File: src/core/sar_adc_pkg.sv
// Contract
// (RULE1) Subsystem runs only while enable bit set
// (RULE2) Channel select picks one of eight inputs
// (RULE3) Gain selectable 0.5/1/2/4, resets to 0.5
// (RULE4) Conversion clock is system clock over divider+1
// (RULE5) Software keeps conversion clock at 7.5 MHz max
// (RULE6) Start mode picks one of five triggers
// (RULE7) External start acts on detected rising edge
// (RULE8) Own start pin wins over shared pin
// (RULE9) Shared pin alone may start both converters
// (RULE10) Other converter busy write starts both
// (RULE11) Busy reads one throughout each conversion
// (RULE12) Busy falling sets the done flag
// (RULE13) Finished result lands in result register
// (RULE14) Software clears flag, starts, polls, reads
// (RULE15) Normal mode tracks except while converting
// (RULE16) Low-power mode tracks three conversion clocks first
// (RULE17) Low-power pin mode tracks while pin low
// (RULE18) Tracking off during chip standby or sleep
// (RULE19) Software waits 0.8 us after channel change
// (RULE20) Analog pins skipped by the digital crossbar
// (RULE21) Mode 000 busy write, 001 timer 3
// (RULE22) Busy write starts only in mode 000
// (RULE23) Done flag stays until software writes zero
// (RULE24) Gain codes 00/01/10/11 for 0.5/1/2/4
// (RULE25) Conversion lasts fixed clocks, then result latched
// (RULE26) Triggers during tracking or conversion are ignored
package sar_adc_pkg;

   localparam logic [7:0] OFS_CFG    = 8'h00;
   localparam logic [7:0] OFS_CTL    = 8'h04;
   localparam logic [7:0] OFS_CHAN   = 8'h08;
   localparam logic [7:0] OFS_RESULT = 8'h0c;
   localparam logic [7:0] OFS_PIM    = 8'h10;

   localparam logic [7:0] CFG_RESET = 8'hf8;
   localparam logic [7:0] PIM_RESET = 8'hff;

   localparam int CFG_DIV_LSB  = 3;
   localparam int CTL_EN_BIT   = 7;
   localparam int CTL_TM_BIT   = 6;
   localparam int CTL_FLAG_BIT = 5;
   localparam int CTL_BUSY_BIT = 4;
   localparam int CTL_MODE_LSB = 1;
   localparam int CHAN_OK_BIT  = 7;

   localparam logic [1:0] GAIN_HALF = 2'h0;
   localparam logic [1:0] GAIN_ONE  = 2'h1;
   localparam logic [1:0] GAIN_TWO  = 2'h2;
   localparam logic [1:0] GAIN_FOUR = 2'h3;

   localparam logic [2:0] SM_SW    = 3'h0;
   localparam logic [2:0] SM_T3    = 3'h1;
   localparam logic [2:0] SM_EXT   = 3'h2;
   localparam logic [2:0] SM_T2    = 3'h3;
   localparam logic [2:0] SM_OTHER = 3'h4;

   localparam int SAR_BITS      = 8;
   localparam int LP_TRACK_CLKS = 3;
   localparam int CLK_PERIOD_PS = 25000;
   localparam int SETTLE_PS     = 800000;
   localparam int SETTLE_CYC    = (SETTLE_PS + CLK_PERIOD_PS - 1) / CLK_PERIOD_PS;
   localparam int MAX_CONV_KHZ  = 7500;

   typedef enum logic [1:0] {ST_IDLE, ST_TRACK, ST_CONV} seq_state_e;

endpackage : sar_adc_pkg

File: src/core/sar_tick_if.sv
`timescale 1ns/1ps
interface sar_tick_if;
   logic [4:0] divider;
   logic       run;
   logic       tick;

   modport ctrl (output divider, output run, input tick);
   modport gen  (input divider, input run, output tick);
endinterface : sar_tick_if

File: src/core/sar_clk_div.sv
`timescale 1ns/1ps
module sar_clk_div
   import sar_adc_pkg::*;
(
   input wire logic pclk,
   input wire logic presetn,
   sar_tick_if.gen  tk
);
   typedef struct packed {
      logic [4:0] cnt;
   } div_state_s;

   div_state_s q;
   div_state_s d;

   // (RULE4) divide by field plus one
   assign tk.tick = tk.run && (q.cnt == tk.divider);

   always_comb
   begin
      d = q;
      if (!tk.run || tk.tick)
         d.cnt = 5'h0;
      else
         d.cnt = q.cnt + 5'h1;
   end

   always_ff @(posedge pclk or negedge presetn)
   begin
      if (!presetn)
         q <= '0;
      else
         q <= d;
   end
endmodule : sar_clk_div

File: src/core/sar_adc_ctrl.sv
`timescale 1ns/1ps
module sar_adc_ctrl
   import sar_adc_pkg::*;
#(
   parameter int CONV_CLKS = 10
)
(
   input  wire logic        pclk,
   input  wire logic        presetn,
   input  wire logic        psel,
   input  wire logic        penable,
   input  wire logic        pwrite,
   input  wire logic [7:0]  paddr,
   input  wire logic [31:0] pwdata,
   output logic      [31:0] prdata,
   output logic             pready,
   output logic             pslverr,
   input  wire logic        timer3_ovf,
   input  wire logic        timer2_ovf,
   input  wire logic        other_start_sw,
   input  wire logic        ext_start_own,
   input  wire logic        ext_start_shared,
   input  wire logic        own_pin_enabled,
   input  wire logic        shared_pin_enabled,
   input  wire logic        chip_standby,
   input  wire logic        comp_high,
   output logic             analog_enable,
   output logic             track_enable,
   output logic             hold_convert,
   output logic [2:0]       mux_select,
   output logic [1:0]       amp_gain_field,
   output logic [7:0]       dac_code,
   output logic [7:0]       analog_skip,
   output logic             conv_done_pulse
);
   typedef struct packed {
      logic [4:0]  sar_clock_divider;
      logic [1:0]  amp_gain;
      logic        conv_enable;
      logic        track_mode_select;
      logic        conv_done_flag;
      logic [2:0]  start_mode_select;
      logic [2:0]  channel;
      logic [5:0]  settle;
      logic [7:0]  port_mode;
      logic [7:0]  result;
      logic [7:0]  code;
      seq_state_e  state;
      logic [4:0]  cnt;
      logic [2:0]  own_sync;
      logic [2:0]  shared_sync;
      logic        own_level;
      logic        shared_level;
      logic        ext_prev;
      logic        done_p;
      logic [31:0] rdata;
      logic        err;
   } ctrl_state_s;

   ctrl_state_s q;
   ctrl_state_s d;

   sar_tick_if tk ();

   sar_clk_div u_div (
      .pclk    (pclk),
      .presetn (presetn),
      .tk      (tk)
   );

   logic       wr_access;
   logic       wr_ctl;
   logic       sw_start;
   logic       ext_level;
   logic       ext_rise;
   logic       trig;
   logic       conv_last;
   logic       lp_pin_mode;
   logic [7:0] code_nx;
   logic [2:0] bit_idx;

   assign wr_access = psel && penable && pwrite;
   assign wr_ctl    = wr_access && (paddr == OFS_CTL);

   // (RULE22) busy write counts only in mode 000
   assign sw_start = wr_ctl && pwdata[CTL_BUSY_BIT]
                     && (pwdata[CTL_MODE_LSB +: 3] == SM_SW);

   // (RULE8) own pin first, shared pin only as fallback
   assign ext_level = own_pin_enabled ? q.own_level : (shared_pin_enabled && q.shared_level);
   // (RULE7) rising edge of the filtered pin
   assign ext_rise  = ext_level && !q.ext_prev;

   assign lp_pin_mode = q.track_mode_select && (q.start_mode_select == SM_EXT);
   assign conv_last   = tk.tick && (q.cnt == 5'(CONV_CLKS - 1));
   assign bit_idx     = 3'(SAR_BITS - 1) - q.cnt[2:0];

   assign tk.divider = q.sar_clock_divider;
   assign tk.run     = (q.state != ST_IDLE);

   // (RULE6) one of five trigger sources
   always_comb
   begin
      case (q.start_mode_select)
         // (RULE21) software and timer 3 modes
         SM_SW:    trig = sw_start;
         SM_T3:    trig = timer3_ovf;
         // (RULE9) shared pin may start both converters
         SM_EXT:   trig = ext_rise;
         SM_T2:    trig = timer2_ovf;
         // (RULE10) other converter's software start
         SM_OTHER: trig = other_start_sw;
         default:  trig = 1'b0;
      endcase
   end

   // Successive approximation: keep or drop the trial bit, set the next one
   always_comb
   begin
      code_nx = q.code;
      if (q.cnt < 5'(SAR_BITS))
      begin
         if (!comp_high)
            code_nx[bit_idx] = 1'b0;
         if (bit_idx != 3'h0)
            code_nx[bit_idx - 3'h1] = 1'b1;
      end
   end

   always_comb
   begin
      d        = q;
      d.done_p = 1'b0;

      // Pin filter: only the second and third stages are compared
      d.own_sync    = {q.own_sync[1:0], ext_start_own};
      d.shared_sync = {q.shared_sync[1:0], ext_start_shared};
      if (q.own_sync[1] == q.own_sync[2])
         d.own_level = q.own_sync[2];
      if (q.shared_sync[1] == q.shared_sync[2])
         d.shared_level = q.shared_sync[2];
      d.ext_prev = ext_level;

      // (RULE19) settle timer restarts on every channel write
      if (q.settle != 6'(SETTLE_CYC))
         d.settle = q.settle + 6'h1;

      if (wr_access)
      begin
         case (paddr)
            OFS_CFG:
            begin
               // (RULE24) two-bit gain code stored as written
               d.sar_clock_divider = pwdata[CFG_DIV_LSB +: 5];
               d.amp_gain          = pwdata[1:0];
            end
            OFS_CTL:
            begin
               d.conv_enable       = pwdata[CTL_EN_BIT];
               d.track_mode_select = pwdata[CTL_TM_BIT];
               d.start_mode_select = pwdata[CTL_MODE_LSB +: 3];
               // (RULE23) only a written zero clears the flag
               if (!pwdata[CTL_FLAG_BIT])
                  d.conv_done_flag = 1'b0;
            end
            OFS_CHAN:
            begin
               // (RULE2) one of eight inputs
               d.channel = pwdata[2:0];
               d.settle  = 6'h0;
            end
            OFS_PIM:
               d.port_mode = pwdata[7:0];
            default:
               d.port_mode = q.port_mode;
         endcase
      end

      // Sequencer; triggers outside idle fall through untouched
      case (q.state)
         ST_IDLE:
         begin
            // (RULE26) triggers only honoured while idle
            if (trig && q.conv_enable)
            begin
               d.cnt = 5'h0;
               // (RULE17) pin edge in low-power mode converts at once
               if (q.track_mode_select && !lp_pin_mode)
                  d.state = ST_TRACK;
               else
               begin
                  d.state = ST_CONV;
                  d.code  = 8'h80;
               end
            end
         end
         ST_TRACK:
         begin
            // (RULE16) three conversion clocks of tracking
            if (tk.tick)
            begin
               d.cnt = q.cnt + 5'h1;
               if (q.cnt == 5'(LP_TRACK_CLKS - 1))
               begin
                  d.state = ST_CONV;
                  d.cnt   = 5'h0;
                  d.code  = 8'h80;
               end
            end
         end
         ST_CONV:
         begin
            if (tk.tick)
            begin
               d.code = code_nx;
               d.cnt  = q.cnt + 5'h1;
            end
            // (RULE25) fixed length, then latch
            if (conv_last)
            begin
               d.state = ST_IDLE;
               // (RULE13) result captured at busy fall
               d.result = code_nx;
               // (RULE12) busy fall sets the flag, set beats clear
               d.conv_done_flag = 1'b1;
               d.done_p         = 1'b1;
            end
         end
         default:
            d.state = ST_IDLE;
      endcase

      // (RULE1) disabled means shutdown; an open conversion is dropped
      if (!q.conv_enable)
         d.state = ST_IDLE;

      // Read data is latched in the setup cycle, answered in access
      if (psel && !penable)
      begin
         d.rdata = 32'h0000_0000;
         d.err   = 1'b0;
         case (paddr)
            OFS_CFG:    d.rdata[7:0] = {q.sar_clock_divider, 1'b0, q.amp_gain};
            // (RULE11) busy reads one while tracking or converting
            OFS_CTL:    d.rdata[7:0] = {q.conv_enable, q.track_mode_select,
                                        q.conv_done_flag, q.state != ST_IDLE,
                                        q.start_mode_select, 1'b0};
            OFS_CHAN:   d.rdata[7:0] = {q.settle == 6'(SETTLE_CYC), 4'h0, q.channel};
            OFS_RESULT: d.rdata[7:0] = q.result;
            OFS_PIM:    d.rdata[7:0] = q.port_mode;
            default:    d.err = 1'b1;
         endcase
      end
   end

   always_ff @(posedge pclk or negedge presetn)
   begin
      if (!presetn)
      begin
         q <= '0;
         // (RULE3) gain starts at one half
         q.sar_clock_divider <= CFG_RESET[7:3];
         q.amp_gain          <= GAIN_HALF;
         q.port_mode         <= PIM_RESET;
         q.state             <= ST_IDLE;
      end
      else
         q <= d;
   end

   assign prdata  = q.rdata;
   assign pready  = 1'b1;
   assign pslverr = psel && penable && q.err;

   assign analog_enable   = q.conv_enable;
   assign hold_convert    = (q.state == ST_CONV);
   assign mux_select      = q.channel;
   assign amp_gain_field  = q.amp_gain;
   assign dac_code        = q.code;
   assign conv_done_pulse = q.done_p;
   // (RULE20) pins with a cleared input-mode bit are analog
   assign analog_skip = ~q.port_mode;

   // (RULE15) track unless converting; low-power modes narrow it
   // (RULE18) standby shuts tracking off
   always_comb
   begin
      if (!q.conv_enable || chip_standby)
         track_enable = 1'b0;
      else if (!q.track_mode_select)
         track_enable = (q.state != ST_CONV);
      else if (lp_pin_mode)
         track_enable = (q.state == ST_IDLE) && !ext_level;
      else
         track_enable = (q.state == ST_TRACK);
   end
endmodule : sar_adc_ctrl

File: config.mk
export PLATFORM = sky130hd
export DESIGN_NAME = sar_adc_ctrl
export DESIGN_NICKNAME = d
export VERILOG_FILES = /design/src/core/sar_adc_pkg.sv /design/src/core/sar_tick_if.sv /design/src/core/sar_clk_div.sv /design/src/core/sar_adc_ctrl.sv
export SDC_FILE = /design/constraint.sdc
export NUM_CORES = 1
export LEC_CHECK = 0
export BUFFER_PORTS_ARGS = -buffer_cell sky130_fd_sc_hd__clkbuf_2
export CAP_MARGIN = 25
export CORE_MARGIN = 2
export CORE_UTILIZATION = 33
export DETAILED_ROUTE_END_ITERATION = 8
export HOLD_SLACK_MARGIN = 0.12
export PLACE_DENSITY_LB_ADDON = 0.15
export REMOVE_ABC_BUFFERS = 1
export SLEW_MARGIN = 30
export SYNTH_ARGS = -nofsm -noshare
export SYNTH_HDL_FRONTEND = slang
export SYNTH_SLANG_ARGS = --single-unit
File: constraint.sdc
create_clock -name pclk -period 4.4 [get_ports pclk]
set_input_delay 1.32 -clock pclk [delete_from_list [all_inputs] [get_ports pclk]]
set_output_delay 1.32 -clock pclk [all_outputs]
set_load 0.05 [all_outputs]
==> run_results.csv, run 1 <==
group,metric,value,unit
outcome,status,"complete, no violations",
sta,tns,0,ps
detailed_routing,wl_per_cell,15.3,um
power_and_ir_drop,sequentialPowerShare,37.9,%
synthesis,ys_ff_latch,77,
critical_path,required,3080,ps
sta,fin_worst_skew,7.34,ps
clocking,htreeDepth,3,
synthesis,synth_flop_cell,"dfrtp_1",
power_and_ir_drop,ir_worst_vdd,0.206,mV
critical_path,worstPathMaxFanout,2,
detailed_routing,vias,2924,
clocking,cts_resized,0,
power_and_ir_drop,combPwrFrac,25.8,%
clocking,clk_pin_slew_worst_paths,60,ps
finish,drive_above_1_share,28.2,%
clocking,clkLatencyLatePin,330,ps
synthesis,synth_warnings,0,
finish,diodes,0,
sta,setup_viol,0,
critical_path,r2r_cells,7,
sta,finalHoldViolations,0,
synthesis,yosysSeqAreaShare,46.6,%
sta,rsz0062_at_grt,"false",
die,io_pins,113,
die,core_area,12500,um^2
die,die_height,116,um
place,placed_area,4450,um^2
critical_path,cp-start-kind,"input pin",
power_and_ir_drop,static-leakage-power,0.00227,uW
global_routing,grt_overflow,0,
power_and_ir_drop,power_density,460,nW/um^2
power_and_ir_drop,power_frac_clock,36.3,%
sta,period_share,93.9,%
detailed_routing,drtIter0Drc,77,
job,cap_violations,0,
finish,fin_util,38.3,%
sta,slew_headroom,37.8,%
finish,area.growth.synth_to_final,14.3,%
clocking,cts.sinks,77,
place,io_buffer_count,63,
detailed_routing,vias_per_cell,4.67,
global_routing,antenna_found_initial,0,
finish,fin_cells,626,
place,hpwl,7100,um
clocking,holdBufCountCts,0,
synthesis,synth.distinct_cells,55,
synthesis,synth_edf_count,0,
detailed_routing,antenna_left,0,
sta,period_needed,4130,ps
global_routing,grt_pass1_wl,14900,um
sta,slew_violations,0,
detailed_routing,drt_pass1_iterations,4,
sta,hold_slack,349,ps
synthesis,synthArstFlopShare,100,%
global_routing,grt_max_degree,78,
global_routing,grt_pass1_vias,2769,
critical_path,end_kind,"output port",
clocking,cts_buffers,9,
synthesis,syn_inst,401,
die,start_util,33.5,%
finish,fin_area,4770,um^2
clocking,cts-root-buf,"clkbuf_16",
place,placed_cells_incl_taps,610,
sta,worstMarginPinSlew,925,ps
power_and_ir_drop,switching_share,33.1,%
die,rows,41,
clocking,cts_tree,"done",
die,die_x,116,um
hold_path,whs_path_depth,0,
place,gp_congestion,0.847,
critical_path,worst-setup-path-type,"in2out",
critical_path,crit_arrival,2810,ps
power_and_ir_drop,p_int,1470,uW
finish,final.fill_count,1278,
finish,final_nets,514,
sta,clock.fmax,0.242,GHz
global_routing,grt_use_total,14.7,%
detailed_routing,drc,0,
die,fp.dieArea,13600,um^2
synthesis,avgSynthCellArea,10.4,um^2
clocking,cts_buffer_depth,2,
synthesis,syn_area,4170,um^2
clocking,cts_setup_buffers,0,
detailed_routing,postRouteWirelength,9560,um
power_and_ir_drop,p_sw,726,uW
hold_path,min_path_type,"reg2reg",
## power groups by stage
stage / Combinational (uW) / Sequential [uW] / Clock (uW)
6_report: 566 / 831 / 795
4_1_cts: 570 / 832 / 819
5_1_grt: 621 / 840 / 847
3_3_place_gp: 563 / 842 / 0
2_1_floorplan: 383 / 873 / 0
3_5_place_dp: 569 / 844 / 0
## state kept, by name, indices dropped and copies added (netlist names)
register / cells
q: 40
analog_enable: 1
mux_select: 3
prdata: 8
tk.divider: 5
amp_gain_field: 2
u_div.q: 5
dac_code: 8
d: 4
conv_done_pulse: 1
## worst max-delay path: stages
cell,delay [ps]
clkbuf_2,90
and3b_1,160
a21oi_1,190
inv_1,80
o311ai_0,300
o21ai_0,180
nor3_1,170
clkbuf_2,310
## logic make-up (layout without fill, tap and decap cells)
logic type                 Yosys count  in the layout  share of synthesized area, %
muxes                               34             34                          9.51
adders and majority gates           13             13                          3.78
xor gates and xnor gates            13             13                          2.73
AOI/OAI and AO/OA                   75             75                          12.0
other                                2             25                         0.180
DFF                                 77             77                          46.6
and+or+nand+nor                    110            110                          13.9
buffers and inverters               77            107                          11.3
## final timing paths
check | startpoint | endpoint | slack (ps)
worst max register to register | q[48]$_DFFE_PN0P_ | dac_code[6]$_DFFE_PN0P_ | 1790
worst min-delay path | d[41]$_DFF_PN0_ | d[42]$_DFF_PN0_ | 350
worst max-delay path | own_pin_enabled | track_enable | 270
min in group asynchronous | presetn | q[35]$_DFFE_PN0N_ | 1010
max in group asynchronous | presetn | q[0]$_DFFE_PN0P_ | 2900
worst min register to register | d[41]$_DFF_PN0_ | d[42]$_DFF_PN0_ | 350
## per-stage QoR
step,total power (uW),worst slack (ps)
after detailed placement,1410,267
after floorplan,1260,-45.6
after CTS,2220,254
final,2190,270
after global placement,1410,253
after global routing,2310,124
## cells in the final DEF, fill, tap and decap left out, drive strengths merged, types with 3 or more instances in the layout
cell type,count
a21o,3
a21oi,5
a221oi,4
a222oi,3
and3,3
buf,7
clkbuf,74
conb,25
dfrtp,64
dfstp,13
ha,11
inv,22
mux2,27
mux2i,7
nand2,38
nand2b,4
nand3,14
nor2,14
nor2b,11
nor3,9
o211ai,3
o21ai,35
o31ai,9
or4,5
xnor2,9
xor2,4
## synth_stat cells (2+ instances only)
library cell / n / area share (%)
a222oi_1: 3 / 0.72
dfstp_2: 13 / 8.2
buf_4: 46 / 8.3
o31ai_1: 9 / 1.6
maj3_1: 2 / 0.48
inv_1: 22 / 2.0
nand2_1: 38 / 3.4
or4_1: 5 / 0.90
a221oi_1: 4 / 0.84
a22o_1: 2 / 0.42
nand3_1: 14 / 1.7
ha_1: 11 / 3.3
nor4b_1: 2 / 0.42
nor3_1: 7 / 0.84
a21o_1: 3 / 0.54
nor2_1: 14 / 1.3
o41ai_1: 2 / 0.42
mux2_4: 6 / 2.2
o211ai_1: 2 / 0.36
dfrtp_1: 64 / 38
clkbuf_1: 6 / 0.54
mux2_2: 20 / 5.4
and3_1: 3 / 0.45
nor2b_1: 11 / 1.6
xnor2_1: 9 / 1.9
a21oi_1: 5 / 0.60
conb_1: 2 / 0.18
xor2_1: 4 / 0.84
o21ai_0: 35 / 4.2
nand2b_1: 4 / 0.60
nor3_2: 2 / 0.48
mux2i_1: 7 / 1.7
buf_2: 2 / 0.24
## metal layers
metal  GRT usage, %  wire [um]  vias up
met2           22.8       4460       64
met5              0          0        -
met4           5.32        154        0
met3           3.11        345       10
li1               -          -     1431
met1           20.3       4600     1419
## cell type report
class | count | area [um^2] | area share (%)
Inverter | 22 | 82.6 | 1.73
Tap cell | 172 | 215 | 4.51
Multi-Input combinational cell | 270 | 1840 | 38.6
Clock buffer | 12 | 246 | 5.17
Sequential cell | 77 | 1940 | 40.7
Timing Repair Buffer | 69 | 367 | 7.69
Clock inverter | 4 | 72.6 | 1.52
Note: power is estimated with default switching activity, not from simulation.
==> run 2: changes to the inputs <==
BUFFER_PORTS_ARGS = -buffer_cell sky130_fd_sc_hd__buf_2   (was -buffer_cell sky130_fd_sc_hd__clkbuf_2)
PLACE_DENSITY_LB_ADDON = default   (was 0.15)
clock period = 4.2 ns   (was 4.4 ns; I/O delays follow)
==> run_results.csv, run 2 (synthesized netlist as in run 1, its figures left out) <==
group,metric,value,unit
outcome,status,"complete, no violations",
place,placed_cells_incl_taps,610,
critical_path,critPathLaunch,"own_pin_enabled",
die,die_x,116,um
die,fp.dieArea,13600,um^2
critical_path,cp_common_cell,"buf_2",
finish,layout_commonest_cell,"dfrtp_1",
hold_path,min_path_type,"reg2reg",
critical_path,slowest_stage,"o311ai_0",
critical_path,crit_cells,8,
critical_path,worstPathMaxFanout,2,
global_routing,use_met3,2.91,%
sta,period_share,95.7,%
detailed_routing,wl_per_cell,14.8,um
global_routing,grt_overflow,0,
power_and_ir_drop,power_density,461,nW/um^2
critical_path,required,2940,ps
clocking,cts_tree,"done",
critical_path,crit_family,"compound AO/OA/AOI/OAI gates",
sta,slew_violations,0,
critical_path,path_cells,"buf_2 > and3b_1 > a21oi_1 > inv_1 > o311ai_0 > o21ai_0 > nor3_1 > buf_2",
sta,finalHoldViolations,0,
global_routing,met2_usage,21.8,%
clocking,cts-root-buf,"clkbuf_16",
finish,layout_common_cells,"dfrtp_1, buf_2, nand2_1",
finish,largest_register,"q",
detailed_routing,drt_pass1_iterations,4,
finish,final_nets,514,
power_and_ir_drop,ir_worst_vdd,0.207,mV
hold_path,whs_path_depth,0,
critical_path,slowest_delay,320,ps
finish,fin_cells,626,
die,core_area,12500,um^2
detailed_routing,drtIter0Drc,130,
job,cap_violations,0,
clocking,cts_setup_buffers,0,
detailed_routing,vias,2948,
die,die_height,116,um
finish,diodes,0,
place,gp_congestion,0.864,
sta,slew_headroom,44.9,%
die,rows,41,
clocking,clk_pin_slew_worst_paths,60,ps
critical_path,cp-endpoint,"track_enable",
clocking,cts.sinks,77,
critical_path,end_kind,"output port",
sta,worstMarginPinSlew,819,ps
place,hpwl,6990,um
global_routing,gr-usage-met1,20.2,%
detailed_routing,antenna_left,0,
critical_path,r2r-end,"dac_code[0]$_DFFE_PN0P_",
global_routing,grt_pass1_vias,2865,
critical_path,r2r_start,"q[48]$_DFFE_PN0P_",
sta,setup_viol,0,
clocking,clkLatencyLatePin,330,ps
clocking,cts_buffers,9,
clocking,holdBufCountCts,0,
global_routing,grt_use_total,14.4,%
place,dp_slack,126,ps
clocking,cts_resized,0,
die,start_util,33.5,%
die,io_pins,113,
global_routing,grt-busiest-layer,"met2",
detailed_routing,postRouteWirelength,9280,um
critical_path,r2r_cells,6,
critical_path,crit_arrival,2760,ps
global_routing,grt_max_degree,78,
detailed_routing,vias_per_cell,4.71,
detailed_routing,drc,0,
sta,rsz0062_at_grt,"false",
critical_path,path_buf_inv,3,
global_routing,grt_pass1_wl,15000,um
sta,period_needed,4020,ps
sta,fin_worst_skew,6.56,ps
critical_path,cp-start-kind,"input pin",
power_and_ir_drop,power,2180,uW
place,io_buffer_count,63,
clocking,htreeDepth,3,
critical_path,rrSetupSlack,1620,ps
sta,clock.fmax,0.249,GHz
finish,area.growth.synth_to_final,13.3,%
finish,drive_above_1_share,28.4,%
sta,fin_ws,180,ps
global_routing,antenna_found_initial,0,
finish,largest_register_ffs,40,
power_and_ir_drop,static-leakage-power,0.00227,uW
clocking,cts_buffer_depth,2,
critical_path,worst-setup-path-type,"in2out",
[run 2: cell types whose count changed in the layout (fill, tap and decap cells not counted)]
cell	before	now
clkinvlp_4	1	2
clkinv_2	1	2
bufinv_16	2	0
clkbuf_1	2	1
buf_2	0	62
clkbuf_2	62	0
inv_6	0	1
[run 2: metrics by stage]
stage          area (um^2)  hold slack, ps  util (%)  setup TNS [ps]
6_report              4730             350      37.9               0
5_1_grt               4730             361      37.9               0
4_1_cts               4720             352      37.9               0
3_5_place_dp          4450             338      35.7               0
3_3_place_gp          4450             332      35.7               0
2_1_floorplan         3870             331         -            -126
[run 2: area by class of cell]
cell class	count	area, um^2
clock buffers	11	243
flip-flops and latches	77	1940
multi-input cells	270	1840
well taps	172	215
repair buffers	69	367
fillers	1230	7740
inverters	22	82.6
clock inverters	5	33.8
[run 2: how the worst min path moves through the flow]
| stage | start | to | slack [ps] |
|---|---|---|---|
| final | d[38]$_DFF_PN0_ | d[39]$_DFF_PN0_ | 350 |
| after global placement | d[38]$_DFF_PN0_ | d[39]$_DFF_PN0_ | 330 |
| after detailed placement | d[38]$_DFF_PN0_ | d[39]$_DFF_PN0_ | 340 |
| after CTS | d[38]$_DFF_PN0_ | d[39]$_DFF_PN0_ | 350 |
| after global routing | d[38]$_DFF_PN0_ | d[39]$_DFF_PN0_ | 360 |
| after floorplan | d[38]$_DFF_PN0_ | d[39]$_DFF_PN0_ | 330 |
[run 2: power breakdown]
part | internal, uW | total, uW | switching, uW
combinational | 191 | 588 | 396
clock | 416 | 720 | 304
sequential | 809 | 873 | 63.1
total | 1420 | 2180 | 763
[run 2: metal layers]
metal	share of wire [%]	vias to the layer above
li1	-	1441
met1	48	1417
met2	45	74
met3	4.4	16
met4	2.1	0
met5	0	-
[run 2: worst reg2reg max path, delay by kind of cell (launching register included)]
family	cells	cell delay (ps)
multiplexers	1	370
adder cells (fa/ha/maj)	1	310
buffers and inverters	1	80
flip-flops	1	420
AO/OA/AOI/OAI	3	1290
